### src/scg_pkg.sv
// Package for the sleep-mode clock gating block
package scg_pkg;
  localparam int ADDR_W = 12;
  localparam int DATA_W = 32;
  localparam int UNITS = 11;
  // Register byte offsets
  localparam logic [11:0] OFS_RUN_CLOCK_GATE_1 = 12'h104;
  localparam logic [11:0] OFS_SLEEP_CLOCK_GATE_1 = 12'h114;
  localparam logic [11:0] OFS_DEEP_SLEEP_CLOCK_GATE_1 = 12'h124;
  localparam logic [11:0] OFS_RUN_CLOCK_CONFIG = 12'h060;
  localparam logic [11:0] OFS_POWER_STATE = 12'h070;
  // Gating field positions
  localparam int POS_COMPARATOR_ZERO = 24;
  localparam int POS_GP_TIMER_ZERO = 16;
  localparam int POS_I2C_UNIT_ZERO = 12;
  localparam int POS_SYNC_SERIAL_ZERO = 4;
  localparam int POS_ASYNC_SERIAL_ZERO = 0;
  localparam int POS_AUTO_CLOCK_GATING = 27;
  // Writable bits of the gating registers
  localparam logic [31:0] GATE_MASK = 32'h010f_1037;
  localparam logic [31:0] GATE_RESET = 32'h0000_0000;
  localparam logic [31:0] CONFIG_MASK = 32'h0800_0000;
  localparam logic [31:0] CONFIG_RESET = 32'h0000_0000;
  // Operating states
  typedef enum logic [1:0] {SCG_RUN, SCG_SLEEP, SCG_DEEP} scg_state_e;
endpackage

### src/scg_bus_if.sv
// Interface carrying per-unit access checks to the fault module
`timescale 1ns/1ps
interface scg_bus_if;
  logic [10:0] gate;
  logic [10:0] unit_req;
  logic fault;
  modport ctrl (output gate, output unit_req, input fault);
  modport chk (input gate, input unit_req, output fault);
endinterface

### src/scg_clock_gate.sv
// Top of the sleep-mode clock gating block
//
// Functional notes
// - A set gating bit clocks its unit during sleep.
// - A clear gating bit stops its unit clock during sleep.
// - Access to an unclocked unit ends with a bus fault.
// - Reset clears the whole sleep gating register to zero.
// - Run, sleep and deep-sleep sets are chosen by operating state.
// - Sleep set applies only with automatic gating selected.
// - Bit 24 gates analog comparator 0, read/write, resets zero.
// - Timers bits 19:16, I2C bit 12, serial 5:4, UARTs 2:0.
//
// Decided for this implementation: the address-and-strobe port.
`timescale 1ns/1ps
module scg_clock_gate
  import scg_pkg::*;
(
  // Clock and reset
  input wire logic clk,
  input wire logic srst,
  // Register port
  input wire logic [ADDR_W-1:0] addr,
  input wire logic [DATA_W-1:0] wdata,
  input wire logic wr,
  input wire logic rd,
  output logic [DATA_W-1:0] rdata,
  // Power state from the core
  input wire logic sleep_req,
  input wire logic deep_sleep_req,
  // Unit access requests, one bit per gated unit
  input wire logic [UNITS-1:0] unit_access,
  // Unit clock enables and fault
  output logic [UNITS-1:0] unit_clk_en,
  output logic bus_fault
);
  scg_bus_if bus ();

  logic [31:0] run_gate;
  logic [31:0] sleep_gate;
  logic [31:0] deep_gate;
  logic [31:0] run_cfg;
  logic [31:0] next_run_gate;
  logic [31:0] next_sleep_gate;
  logic [31:0] next_deep_gate;
  logic [31:0] next_run_cfg;
  logic [31:0] next_rdata;
  logic [UNITS-1:0] next_unit_clk_en;
  scg_state_e state;
  scg_state_e next_state;

  // Gather the eleven gating bits of a register into a unit vector
  function automatic logic [UNITS-1:0] units_of(input logic [31:0] r);
    units_of = {r[POS_COMPARATOR_ZERO],
      r[POS_GP_TIMER_ZERO +: 4], r[POS_I2C_UNIT_ZERO],
      r[POS_SYNC_SERIAL_ZERO +: 2], r[POS_ASYNC_SERIAL_ZERO +: 3]};
  endfunction

  //////////////////////////////////////////////////////////////////////
  // Register writes
  always_comb begin
    next_run_gate = run_gate;
    next_sleep_gate = sleep_gate;
    next_deep_gate = deep_gate;
    next_run_cfg = run_cfg;
    if (wr) begin
      unique case (addr)
        OFS_RUN_CLOCK_GATE_1: next_run_gate = wdata & GATE_MASK;
        OFS_SLEEP_CLOCK_GATE_1: next_sleep_gate = wdata & GATE_MASK;
        OFS_DEEP_SLEEP_CLOCK_GATE_1: next_deep_gate = wdata & GATE_MASK;
        OFS_RUN_CLOCK_CONFIG: next_run_cfg = wdata & CONFIG_MASK;
        default: ;
      endcase
    end
  end

  // Register state, all clear at reset
  always_ff @(posedge clk) begin
    if (srst) begin
      run_gate <= GATE_RESET;
      sleep_gate <= GATE_RESET;
      deep_gate <= GATE_RESET;
      run_cfg <= CONFIG_RESET;
    end else begin
      run_gate <= next_run_gate;
      sleep_gate <= next_sleep_gate;
      deep_gate <= next_deep_gate;
      run_cfg <= next_run_cfg;
    end
  end

  //////////////////////////////////////////////////////////////////////
  // Read data, one cycle after the strobe
  always_comb begin
    next_rdata = 32'h0000_0000;
    if (rd) begin
      unique case (addr)
        OFS_RUN_CLOCK_GATE_1: next_rdata = run_gate;
        OFS_SLEEP_CLOCK_GATE_1: next_rdata = sleep_gate;
        OFS_DEEP_SLEEP_CLOCK_GATE_1: next_rdata = deep_gate;
        OFS_RUN_CLOCK_CONFIG: next_rdata = run_cfg;
        OFS_POWER_STATE: next_rdata = {30'h0000_0000, state};
        default: next_rdata = 32'h0000_0000;
      endcase
    end
  end

  always_ff @(posedge clk) begin
    if (srst) begin
      rdata <= 32'h0000_0000;
    end else begin
      rdata <= next_rdata;
    end
  end

  //////////////////////////////////////////////////////////////////////
  // Operating state and clock enable selection
  always_comb begin
    if (deep_sleep_req) begin
      next_state = SCG_DEEP;
    end else if (sleep_req) begin
      next_state = SCG_SLEEP;
    end else begin
      next_state = SCG_RUN;
    end
    unique case (state)
      SCG_RUN: next_unit_clk_en = units_of(run_gate);
      SCG_SLEEP: next_unit_clk_en = run_cfg[POS_AUTO_CLOCK_GATING]
        ? units_of(sleep_gate) : units_of(run_gate);
      SCG_DEEP: next_unit_clk_en = run_cfg[POS_AUTO_CLOCK_GATING]
        ? units_of(deep_gate) : units_of(run_gate);
      default: next_unit_clk_en = units_of(run_gate);
    endcase
  end

  always_ff @(posedge clk) begin
    if (srst) begin
      state <= SCG_RUN;
      unit_clk_en <= '0;
    end else begin
      state <= next_state;
      unit_clk_en <= next_unit_clk_en;
    end
  end

  //////////////////////////////////////////////////////////////////////
  // Fault check against the live enables
  assign bus.gate = unit_clk_en;
  assign bus.unit_req = unit_access;
  assign bus_fault = bus.fault;

  scg_fault u_fault (
    .clk(clk),
    .srst(srst),
    .bus(bus)
  );

  //////////////////////////////////////////////////////////////////////
  // Assertions
  a_sleep_enable: assert property (@(posedge clk) disable iff (srst)
    state == SCG_SLEEP && run_cfg[POS_AUTO_CLOCK_GATING] |=>
    unit_clk_en == units_of($past(sleep_gate)))
    else $error("sleep enables do not follow sleep register");
  a_sleep_stop: assert property (@(posedge clk) disable iff (srst)
    state == SCG_SLEEP && run_cfg[POS_AUTO_CLOCK_GATING] && !sleep_gate[0]
    |=> !unit_clk_en[0])
    else $error("unit clocked while gated off");
  a_reset_clear: assert property (@(posedge clk)
    srst |=> sleep_gate == 32'h0000_0000 && unit_clk_en == '0 && !bus_fault)
    else $error("reset did not clear gating");
  a_run_select: assert property (@(posedge clk) disable iff (srst)
    state == SCG_RUN |=> unit_clk_en == units_of($past(run_gate)))
    else $error("run enables wrong");
  a_deep_select: assert property (@(posedge clk) disable iff (srst)
    state == SCG_DEEP && run_cfg[POS_AUTO_CLOCK_GATING] |=>
    unit_clk_en == units_of($past(deep_gate)))
    else $error("deep sleep enables wrong");
  a_state_deep: assert property (@(posedge clk) disable iff (srst)
    deep_sleep_req |=> state == SCG_DEEP)
    else $error("deep sleep request not taken");
  a_state_sleep: assert property (@(posedge clk) disable iff (srst)
    sleep_req && !deep_sleep_req |=> state == SCG_SLEEP)
    else $error("sleep request not taken");
  a_no_auto: assert property (@(posedge clk) disable iff (srst)
    state != SCG_RUN && !run_cfg[POS_AUTO_CLOCK_GATING] |=>
    unit_clk_en == units_of($past(run_gate)))
    else $error("sleep set used without automatic gating");
  a_comp_bit: assert property (@(posedge clk) disable iff (srst)
    wr && addr == OFS_SLEEP_CLOCK_GATE_1 |=> sleep_gate[24] == $past(wdata[24]))
    else $error("comparator bit not written");
  a_sleep_comp: assert property (@(posedge clk) disable iff (srst)
    state == SCG_SLEEP && run_cfg[POS_AUTO_CLOCK_GATING] |=>
    unit_clk_en[UNITS-1] == $past(sleep_gate[POS_COMPARATOR_ZERO]))
    else $error("comparator clock does not follow its bit");
  a_uart_bits: assert property (@(posedge clk) disable iff (srst)
    wr && addr == OFS_SLEEP_CLOCK_GATE_1 |=> sleep_gate[2:0] == $past(wdata[2:0]))
    else $error("serial bits not written");
  a_unit_bits: assert property (@(posedge clk) disable iff (srst)
    wr && addr == OFS_SLEEP_CLOCK_GATE_1 |=> sleep_gate[19:16] == $past(wdata[19:16])
    && sleep_gate[12] == $past(wdata[12]) && sleep_gate[5:4] == $past(wdata[5:4]))
    else $error("timer, two-wire or sync serial bits not written");
  a_resv_zero: assert property (@(posedge clk) disable iff (srst)
    rd && addr == OFS_SLEEP_CLOCK_GATE_1 |=> (rdata & ~GATE_MASK) == 32'h0000_0000)
    else $error("reserved bits read nonzero");
  a_resv_write: assert property (@(posedge clk) disable iff (srst)
    wr && addr == OFS_SLEEP_CLOCK_GATE_1 |=> (sleep_gate & ~GATE_MASK) == 32'h0000_0000)
    else $error("reserved bits took a write");
  a_read_back: assert property (@(posedge clk) disable iff (srst)
    wr && addr == OFS_SLEEP_CLOCK_GATE_1 ##1 rd && addr == OFS_SLEEP_CLOCK_GATE_1
    |=> rdata == ($past(wdata, 2) & GATE_MASK))
    else $error("read back mismatch");

  // Main scenarios reached
  c_sleep_gated: cover property (@(posedge clk) disable iff (srst)
    state == SCG_SLEEP && run_cfg[POS_AUTO_CLOCK_GATING]);
  c_sleep_run_set: cover property (@(posedge clk) disable iff (srst)
    state == SCG_SLEEP && !run_cfg[POS_AUTO_CLOCK_GATING]);
  c_read_back: cover property (@(posedge clk) disable iff (srst)
    wr && addr == OFS_SLEEP_CLOCK_GATE_1 ##1 rd && addr == OFS_SLEEP_CLOCK_GATE_1);
  c_fault: cover property (@(posedge clk) disable iff (srst) bus_fault);
  c_deep: cover property (@(posedge clk) disable iff (srst) state == SCG_DEEP);
endmodule

### src/scg_fault.sv
// Bus fault decision for accesses to gated units
`timescale 1ns/1ps
module scg_fault
  import scg_pkg::*;
(
  // Clock and reset
  input wire logic clk,
  input wire logic srst,
  // Gate and request view
  scg_bus_if.chk bus
);
  logic fault;
  logic next_fault;

  // Fault when any requested unit has no clock
  always_comb begin
    next_fault = |(bus.unit_req & ~bus.gate);
  end

  // Fault register
  always_ff @(posedge clk) begin
    if (srst) begin
      fault <= 1'b0;
    end else begin
      fault <= next_fault;
    end
  end

  assign bus.fault = fault;

  a_fault_gated: assert property (@(posedge clk) disable iff (srst)
    |(bus.unit_req & ~bus.gate) |=> fault)
    else $error("access to gated unit gave no fault");
  a_fault_clear: assert property (@(posedge clk) disable iff (srst)
    !(|(bus.unit_req & ~bus.gate)) |=> !fault)
    else $error("fault raised with every requested unit clocked");
endmodule

### config.mk
export PLATFORM = sky130hd
export DESIGN_NAME = scg_clock_gate
export DESIGN_NICKNAME = d
export VERILOG_FILES = /design/src/scg_pkg.sv /design/src/scg_bus_if.sv /design/src/scg_clock_gate.sv /design/src/scg_fault.sv
export SDC_FILE = /design/constraint.sdc
export NUM_CORES = 1
export LEC_CHECK = 0
export BUFFER_PORTS_ARGS = -buffer_cell sky130_fd_sc_hd__buf_2
export CAP_MARGIN = 20
export CORE_ASPECT_RATIO = 0.75
export CORE_MARGIN = 8
export CORE_UTILIZATION = 35
export DETAILED_ROUTE_END_ITERATION = 12
export SLEW_MARGIN = 15
export SYNTH_ARGS = -nofsm -noshare
export SYNTH_HDL_FRONTEND = slang
export SYNTH_SLANG_ARGS = --single-unit
### constraint.sdc
create_clock -name clk -period 2 [get_ports clk]
set_input_delay 0.3 -clock clk [delete_from_list [all_inputs] [get_ports clk]]
set_output_delay 0.3 -clock clk [all_outputs]
set_load 0.01 [all_outputs]
==> impl_metrics.yaml, run 1 <==
global_route:
  grt_pass1_vias: 2264
  grt_max_degree: 49
  grt_pass1_wl_um: 11400
  grt_overflow: 0
  grt_usage_pct: 13.0
  antenna_found_initial: 0
sta:
  max_slew_margin_pct: 38.4
  fmax_ghz: 0.548
  setup-violations-final: 0
  fin_crit_sh_pct: 91.3
  rsz0062_at_grt: "no"
  tns_ps: 0
  worst_slew_pin_slew_ps: 921
  hold_viol: 0
  drv_slew: 0
  skew_ps: 7.36
  timing.final.crit_period_ps: 1830
yosys:
  synthArstFlopShare_pct: 0
  yosysMostFrequentCell: "dfxtp_1"
  syn_inst: 308
  syn_area_per_cell_sq_um: 8.99
  yosysUniqueCellTypes: 35
  ys_ff_latch: 60
  ys.warnings.count: 0
  synth_largest_area_cell: "dfxtp_1"
  synth_commonest_cells: "dfxtp_1, nor2_1, mux2i_1"
  ys_seq_area_share_pct: 43.4
  synth_top_area_share_pct: 43.4
  syn-cell-area_sq_um: 2770
  synth_edf_count: 0
  synth_area_leaders: "dfxtp_1, mux2i_1, nor2_1, buf_4, a21oi_1"
  ys.flop_type: "dfxtp_1"
finish:
  syn_to_final_growth_pct: 21.7
  layout.nets: 438
  fin_cells: 485
  regArea_sq_um: 1200
  drive_gt1_share_pct: 26.8
  multiInputGateArea_sq_um: 1340
  diodes: 0
  fill_cells: 790
clock_tree:
  ctsHoldBuffers: 0
  cts.path.max_buffers: 2
  cts-buffers-inserted: 9
  cts_sinks: 60
  clockRootBuffer: "clkbuf_8"
  worstSkewPairLatency_ps: 340
  h-tree-depth: 3
  cts_tree: "yes"
  path_clk_slew_ps: 70
power_and_ir_drop:
  p_seq_share_pct: 46.3
  vdd_drop_max_mv: 0.306
  p_sw_share_pct: 23.1
  clock_power_share_pct: 47.3
  power_mw: 2.59
  p_per_area_nw_per_um2: 769
  p_int_mw: 1.99
  p_leak_nw: 1.38
  pwr-share-comb_pct: 6.4
  p_switching_mw: 0.599
critical_path:
  worstPathMaxFanout: 11
  critPathLaunchType: "register"
  critPathArrivalTime_ps: 2100
  required_ps: 2270
  critPathCaptureType: "register"
  worstSetupPathType: "register to register"
worst_hold_path:
  min_path_type: "input port to register"
route:
  first_pass_iters: 4
  wl_per_cell_um: 14.9
  viasPerCell: 4.73
  dr_total_vias: 2295
  drt_iter0_markers: 115
  wl_um: 7240
  route.detailed.drc: 0
  detail-route-antenna-nets: 0
placed_design:
  hpwlAfterDp_um: 5100
  gp_congestion: 0.764
  portBuffers: 64
  post-place-cells: 469
die:
  die_w_um: 119
  boundaryPins: 105
  dieArea_sq_um: 11000
  start_util_pct: 35.6
  dieHeight_um: 93.0
  design.core.area_sq_um: 7780
  rows: 28
flow_run:
  cap_violations: 0
status:
  status: "finished, final reports clean"
==> metal layers <==
metal  up-vias  track usage, %  part of all wire [%]
li1       1147               -                     -
met1      1056            16.4                    47
met2        80            19.2                    43
met3        12            4.94                   7.7
met4         0            6.51                   2.0
met5         -               0                     0
==> cells in the final DEF (no fill, tap or decap), types with 4 or more instances in the layout <==
cell type	count
a22o_1	11
nand2_1	24
dfxtp_1	60
buf_2	64
a22oi_1	13
nand2b_1	4
mux2i_1	34
buf_4	12
a21oi_1	21
clkbuf_8	10
nor2_1	59
inv_1	11
conb_1	20
==> worst max-delay path, stage by stage (launching register included) <==
cell	delay (ps)
dfxtp_1	380
ha_1	180
nor2_1	50
o21bai_1	710
a22oi_1	290
nor2_1	150
==> path summary, 6_finish.rpt <==
path	startpoint	endpoint	slack, ps	cells after the start
worst min register to register	run_gate[17]	run_gate[17]	470	2
worst max-delay path	state[1]	unit_clk_en[0]	170	5
worst min-delay path	deep_sleep_req	state[0]	130	2
worst max register to register	state[1]	unit_clk_en[0]	170	5
==> power groups by stage <==
stage / clock, mW / sequential [mW] / combinational (mW)
detailed placement: 0 / 1.23 / 0.163
global route: 1.31 / 1.20 / 0.180
global placement: 0 / 1.23 / 0.159
floorplan: 0 / 1.23 / 0.117
CTS: 1.26 / 1.20 / 0.163
finish: 1.23 / 1.20 / 0.165
==> metrics by stage <==
stage	area [sq um]	setup slack [ps]	hold WS, ps	utilization (%)
floorplan	2840	148	376	-
global placement	3140	48.8	455	40.4
detailed placement	3140	41.3	463	40.4
CTS	3370	139	109	43.3
global route	3370	0.884	125	43.3
finish	3370	174	134	43.3
==> flip-flops by register name, indices dropped and copies added (netlist names) <==
signal,flops
deep_gate,11
rdata,12
run_cfg,1
run_gate,11
sleep_gate,11
state,2
u_fault.bus.fault,1
unit_clk_en,11
==> what timing repair did <==
| item | CTS | global route |
|---|---|---|
| setup buffers | 0 | 0 |
| endpoints found under the hold margin | 0 | 0 |
| resized for setup | 0 | 1 |
| endpoints found under the setup margin | 0 | 6 |
==> final cells by class <==
class | count | area share [%]
clock buffers | 10 | 4.08
clock inverters | 6 | 2.56
well taps | 105 | 3.90
inverters | 11 | 1.23
multi-input cells | 216 | 39.8
flip-flops and latches | 60 | 35.6
repair buffers | 77 | 12.8
==> cells by family after synthesis <==
kind of cell	synth area share, %
buffers and inverters	10.8
adder cells (fa/ha/maj)	0.904
flip-flops	43.4
multiplexers	12.3
other	0.135
AO/OA/AOI/OAI	13.0
AND/OR/NAND/NOR	19.4
No activity file was read; power rests on OpenSTA's default activity.
==> inputs of run 2 (changes only) <==
SYNTH_HIERARCHICAL = 1   (was default)
==> impl_metrics.yaml, run 2 <==
route:
  wl_per_cell_um: 15.7
  viasPerCell: 4.77
  first_pass_iters: 4
  drt_iter0_markers: 137
  route.detailed.drc: 0
  wl_um: 7580
  dr_total_vias: 2300
  detail-route-antenna-nets: 0
critical_path:
  path_depth: 6
  slowest_stage: "ha_1"
  critPathMaxStageDelay_ps: 460
  worstPathMaxFanout: 12
  critPathCaptureType: "register"
  required_ps: 2230
  crit_chain: "inv_1 -> ha_1 -> nor2b_1 -> buf_4 -> nand2_1 -> a21oi_1"
  worst-path-buf-inv: 2
  worstSetupPathType: "register to register"
  critPathLaunchType: "register"
  r2r_slack_ps: 350
  r2r-end: "unit_clk_en[6]"
  critPathArrivalTime_ps: 1880
  crit_family: "adder cells"
  r2r_start: "state[0]"
  reg2regPathDepth: 6
sta:
  fin_crit_sh_pct: 82.4
  rsz0062_at_grt: "no"
  worst_slew_pin_slew_ps: 546
  max_slew_margin_pct: 63.5
  hold_viol: 0
  tns_ps: 0
  drv_slew: 0
  fmax_ghz: 0.607
  setup-violations-final: 0
  skew_ps: 12.0
  timing.final.crit_period_ps: 1650
die:
  rows: 29
  die_w_um: 122
  dieHeight_um: 95.4
  boundaryPins: 105
  start_util_pct: 35.4
  design.core.area_sq_um: 8310
  dieArea_sq_um: 11600
global_route:
  grt_max_degree: 61
  grt_pass1_wl_um: 11800
  grt_usage_pct: 13.1
  grt_pass1_vias: 2236
  antenna_found_initial: 0
  grt_overflow: 0
yosys:
  synth_area_leaders: "dfxtp_1, mux2i_1, nand2b_1, buf_4, a22o_1"
  ys.flop_type: "dfxtp_1"
  syn-cell-area_sq_um: 2950
  syn_area_per_cell_sq_um: 9.63
  yosysUniqueCellTypes: 37
  ys_seq_area_share_pct: 40.8
  ys.warnings.count: 6
  synth_largest_area_cell: "dfxtp_1"
  synthArstFlopShare_pct: 0
  ys_ff_latch: 60
  synth_top_area_share_pct: 40.8
  syn_inst: 306
  synth_edf_count: 0
  synth_commonest_cells: "dfxtp_1, nand2b_1, mux2i_1"
  yosysMostFrequentCell: "dfxtp_1"
clock_tree:
  cts.path.max_buffers: 2
  h-tree-depth: 3
  ctsHoldBuffers: 0
  cts_sinks: 60
  path_clk_slew_ps: 70
  clockRootBuffer: "clkbuf_8"
  cts-buffers-inserted: 9
  cts_tree: "yes"
  worstSkewPairLatency_ps: 340
  post-cts-setup-buffers: 0
  postCtsResizedCells: 0
finish:
  diodes: 0
  syn_to_final_growth_pct: 17.8
  max_flop_register: "rdata"
  drive_gt1_share_pct: 26.2
  final_common_cell: "buf_2"
  final_cell_mix: "buf_2, dfxtp_1, nand2b_1, mux2i_1, conb_1"
  largest_reg_flops: 12
  fill_cells: 840
  layout.nets: 433
  regArea_sq_um: 1200
  multiInputGateArea_sq_um: 1530
power_and_ir_drop:
  p_leak_nw: 1.59
  p_per_area_nw_per_um2: 681
  power_mw: 2.36
  vdd_drop_max_mv: 0.277
placed_design:
  hpwlAfterDp_um: 5430
  gp_congestion: 0.752
  portBuffers: 64
worst_hold_path:
  min_path_cells: 2
  hold_start: "deep_sleep_req"
  min_path_type: "input port to register"
  holdPathEnd: "state[0]"
flow_run:
  cap_violations: 0
status:
  status: "finished, final reports clean"
==> run 2: worst max path at each step <==
stage,start,to,slack [ps]
2_1_floorplan,addr[1],sleep_gate[12],670
3_3_place_gp,addr[1],rdata[16],290
3_5_place_dp,addr[1],rdata[16],290
4_1_cts,state[0],unit_clk_en[6],390
5_1_grt,state[0],unit_clk_en[0],290
6_report,state[0],unit_clk_en[6],350
==> run 2: final cells by class <==
cell class	instances	area share, %
tap	108	3.89
timing repair buffer	74	11.4
clock inverter	4	0.721
clock buffer	11	4.36
multi-input combinational	215	43.9
inverter	10	1.08
sequential	60	34.6
==> run 2: cells by family (layout without fill, tap and decap cells) <==
kind of cell,count (synthesis),after routing,share of synthesized area (%)
AND/OR/NAND/NOR,97,97,20.9
flip-flops,60,60,40.8
AO/OA/AOI/OAI,51,51,12.1
buffers and inverters,50,99,9.86
multiplexers,45,45,15.4
adder cells (fa/ha/maj),2,2,0.849
other,1,20,0.127
==> run 2: metal layers <==
metal | part of all wire (%) | routed length (um) | global-route usage (%)
met4 | 0.87 | 66 | 4.30
met5 | 0 | 0 | 0
met2 | 39 | 2990 | 18.0
met1 | 49 | 3700 | 17.9
met3 | 11 | 813 | 5.44
==> run 2: through the flow <==
step                      cells  hold slack [ps]  cell area [sq um]  setup slack [ps]  util [%]
final                       482              125               3470               353      41.8
after global routing        482              123               3470               291      41.8
after global placement      467              476               3290               288      39.6
after CTS                   482              115               3470               394      41.8
after detailed placement    467              478               3290               287      39.6
after floorplan             325              369               3020               668         -
==> run 2: power by group <==
group,switching (mW),total [mW],leakage (nW),internal (mW)
logic,0.113,0.190,1.02,0.0773
registers,0.00174,1.20,0.484,1.20
clock network,0.469,0.974,0.0872,0.505
total,0.583,2.36,1.59,1.78
==> inputs of run 3 (changes only) <==
clock period = 1.3 ns   (was 2 ns; I/O delays follow)
==> impl_metrics.yaml, run 3 (synthesized netlist as in run 2, its figures left out) <==
sta:
  drv_slew: 0
  fmax_ghz: 0.787
  max_slew_margin_pct: 64.8
  worst_slew_pin_slew_ps: 528
  setup-violations-final: 0
  fin_crit_sh_pct: 97.7
  rsz0062_at_grt: "yes"
  hold_viol: 0
  timing.final.crit_period_ps: 1270
  skew_ps: 8.46
critical_path:
  critPathMaxStageDelay_ps: 340
  worstSetupPathType: "register to register"
  critPathArrivalTime_ps: 1480
  critPathCaptureType: "register"
  critPathLaunchType: "register"
  required_ps: 1510
  crit_chain: "buf_4 -> ha_4 -> buf_8 -> a22o_1 -> nand2_1 -> a21oi_2"
  worstPathMaxFanout: 11
  slowest_stage: "dfxtp_2"
route:
  wl_um: 7930
  detail-route-antenna-nets: 0
  viasPerCell: 4.79
  met3_length_um: 809
  route.detailed.drc: 0
  drt_iter0_markers: 208
  wl_per_cell_um: 15.8
  dr.max_layer_used: "met4"
  dr_total_vias: 2399
  first_pass_iters: 4
  dr_wl_met2_um: 3330
  wl_met1_um: 3680
finish:
  final_cell_mix: "buf_2, dfxtp_1, nand2b_1, mux2i_1, conb_1"
  diodes: 0
  multiInputGateArea_sq_um: 1630
  final_common_cell: "buf_2"
  layout.nets: 451
  regArea_sq_um: 1200
  final_cell_area_sq_um: 3820
  fin_util_pct: 46.0
  drive_gt1_share_pct: 34.4
  fin_cells: 501
  syn_to_final_growth_pct: 29.8
  fill_cells: 805
  largest_reg_flops: 12
  max_flop_register: "rdata"
global_route:
  grt_overflow: 0
  grt_pass1_wl_um: 12600
  antenna_found_initial: 0
  grt_max_degree: 61
  grt_usage_pct: 13.9
  grt_pass1_vias: 2458
die:
  start_util_pct: 35.4
  design.core.area_sq_um: 8310
  boundaryPins: 105
  dieHeight_um: 95.4
  rows: 29
  die_w_um: 122
  dieArea_sq_um: 11600
clock_tree:
  cts-buffers-inserted: 9
  path_clk_slew_ps: 70
  clockRootBuffer: "clkbuf_8"
  cts_sinks: 60
  h-tree-depth: 3
  cts_tree: "yes"
  post-cts-setup-buffers: 0
  cts.path.max_buffers: 2
  worstSkewPairLatency_ps: 350
placed_design:
  post-place-cells: 482
  gp_congestion: 0.799
  place_area_sq_um: 3460
  portBuffers: 64
  hpwlAfterDp_um: 5600
worst_hold_path:
  min_path_type: "input port to register"
flow_run:
  cap_violations: 0
status:
  status: "finished, final reports clean"
power_and_ir_drop:
  power_mw: 4.10
  vdd_drop_max_mv: 0.509
  p_leak_nw: 1.73
  p_per_area_nw_per_um2: 1070
## run 3: cell types whose count changed in the layout (fill, tap and decap cells not counted), sizes merged
cell / delta
buf: +16
bufinv: +2
clkbuf: -2
clkinvlp: -1
dlygate4sd3: +1
inv: +2
o21ba: +1
## run 3: power breakdown
group	switching [mW]	leakage [nW]	internal, mW
registers	0.00398	0.484	1.84
logic	0.198	1.14	0.162
clock network	0.808	0.110	1.09
## run 3: final timing paths
path                                        to        start  slack [ps]  cells after the start
worst max-delay path            unit_clk_en[1]     state[0]          30                      6
worst min-delay path                  state[0]    sleep_req          90                      2
worst max register to register  unit_clk_en[1]     state[0]          30                      6
worst min register to register     run_gate[4]  run_gate[4]         490                      2
## run 3: critical path: cells and delay by family (launching register included)
kind | cells | cell delay (ps)
compound gates | 2 | 260
fa+ha+maj | 1 | 180
buf+inv | 2 | 280
flops | 1 | 340
simple gates | 1 | 80
## run 3: layout make-up
class	count	area share, %
flip-flops and latches	60	31.5
clock inverters	7	2.59
clock buffers	9	3.24
repair buffers	91	15.5
well taps	108	3.54
inverters	10	0.982
multi-input cells	216	42.6
## run 3: repair_timing
item                                    4_1_cts  5_1_grt
pin swaps                                     1        3
endpoints found under the setup margin       11       11
hold endpoints to repair                      1        0
hold buffers                                  1        0
gates cloned                                  2        0
resized for setup                            33        8
## run 3: stage by stage
stage          hold WS [ps]  worst slack (ps)  setup TNS, ps
2_1_floorplan           264              20.2              0
3_3_place_gp            377             -84.2          -2410
3_5_place_dp            377              -102          -3320
4_1_cts                86.7             -5.19          -11.7
5_1_grt                96.8             -15.8          -15.8
6_report               94.5              29.5              0
## run 3: per-layer routing
| metal | GRT usage (%) | vias to the layer above |
|---|---|---|
| met5 | 0 | - |
| met4 | 5.73 | 0 |
| met3 | 5.09 | 8 |
| met2 | 21.0 | 96 |
| met1 | 17.6 | 1098 |
| li1 | - | 1197 |
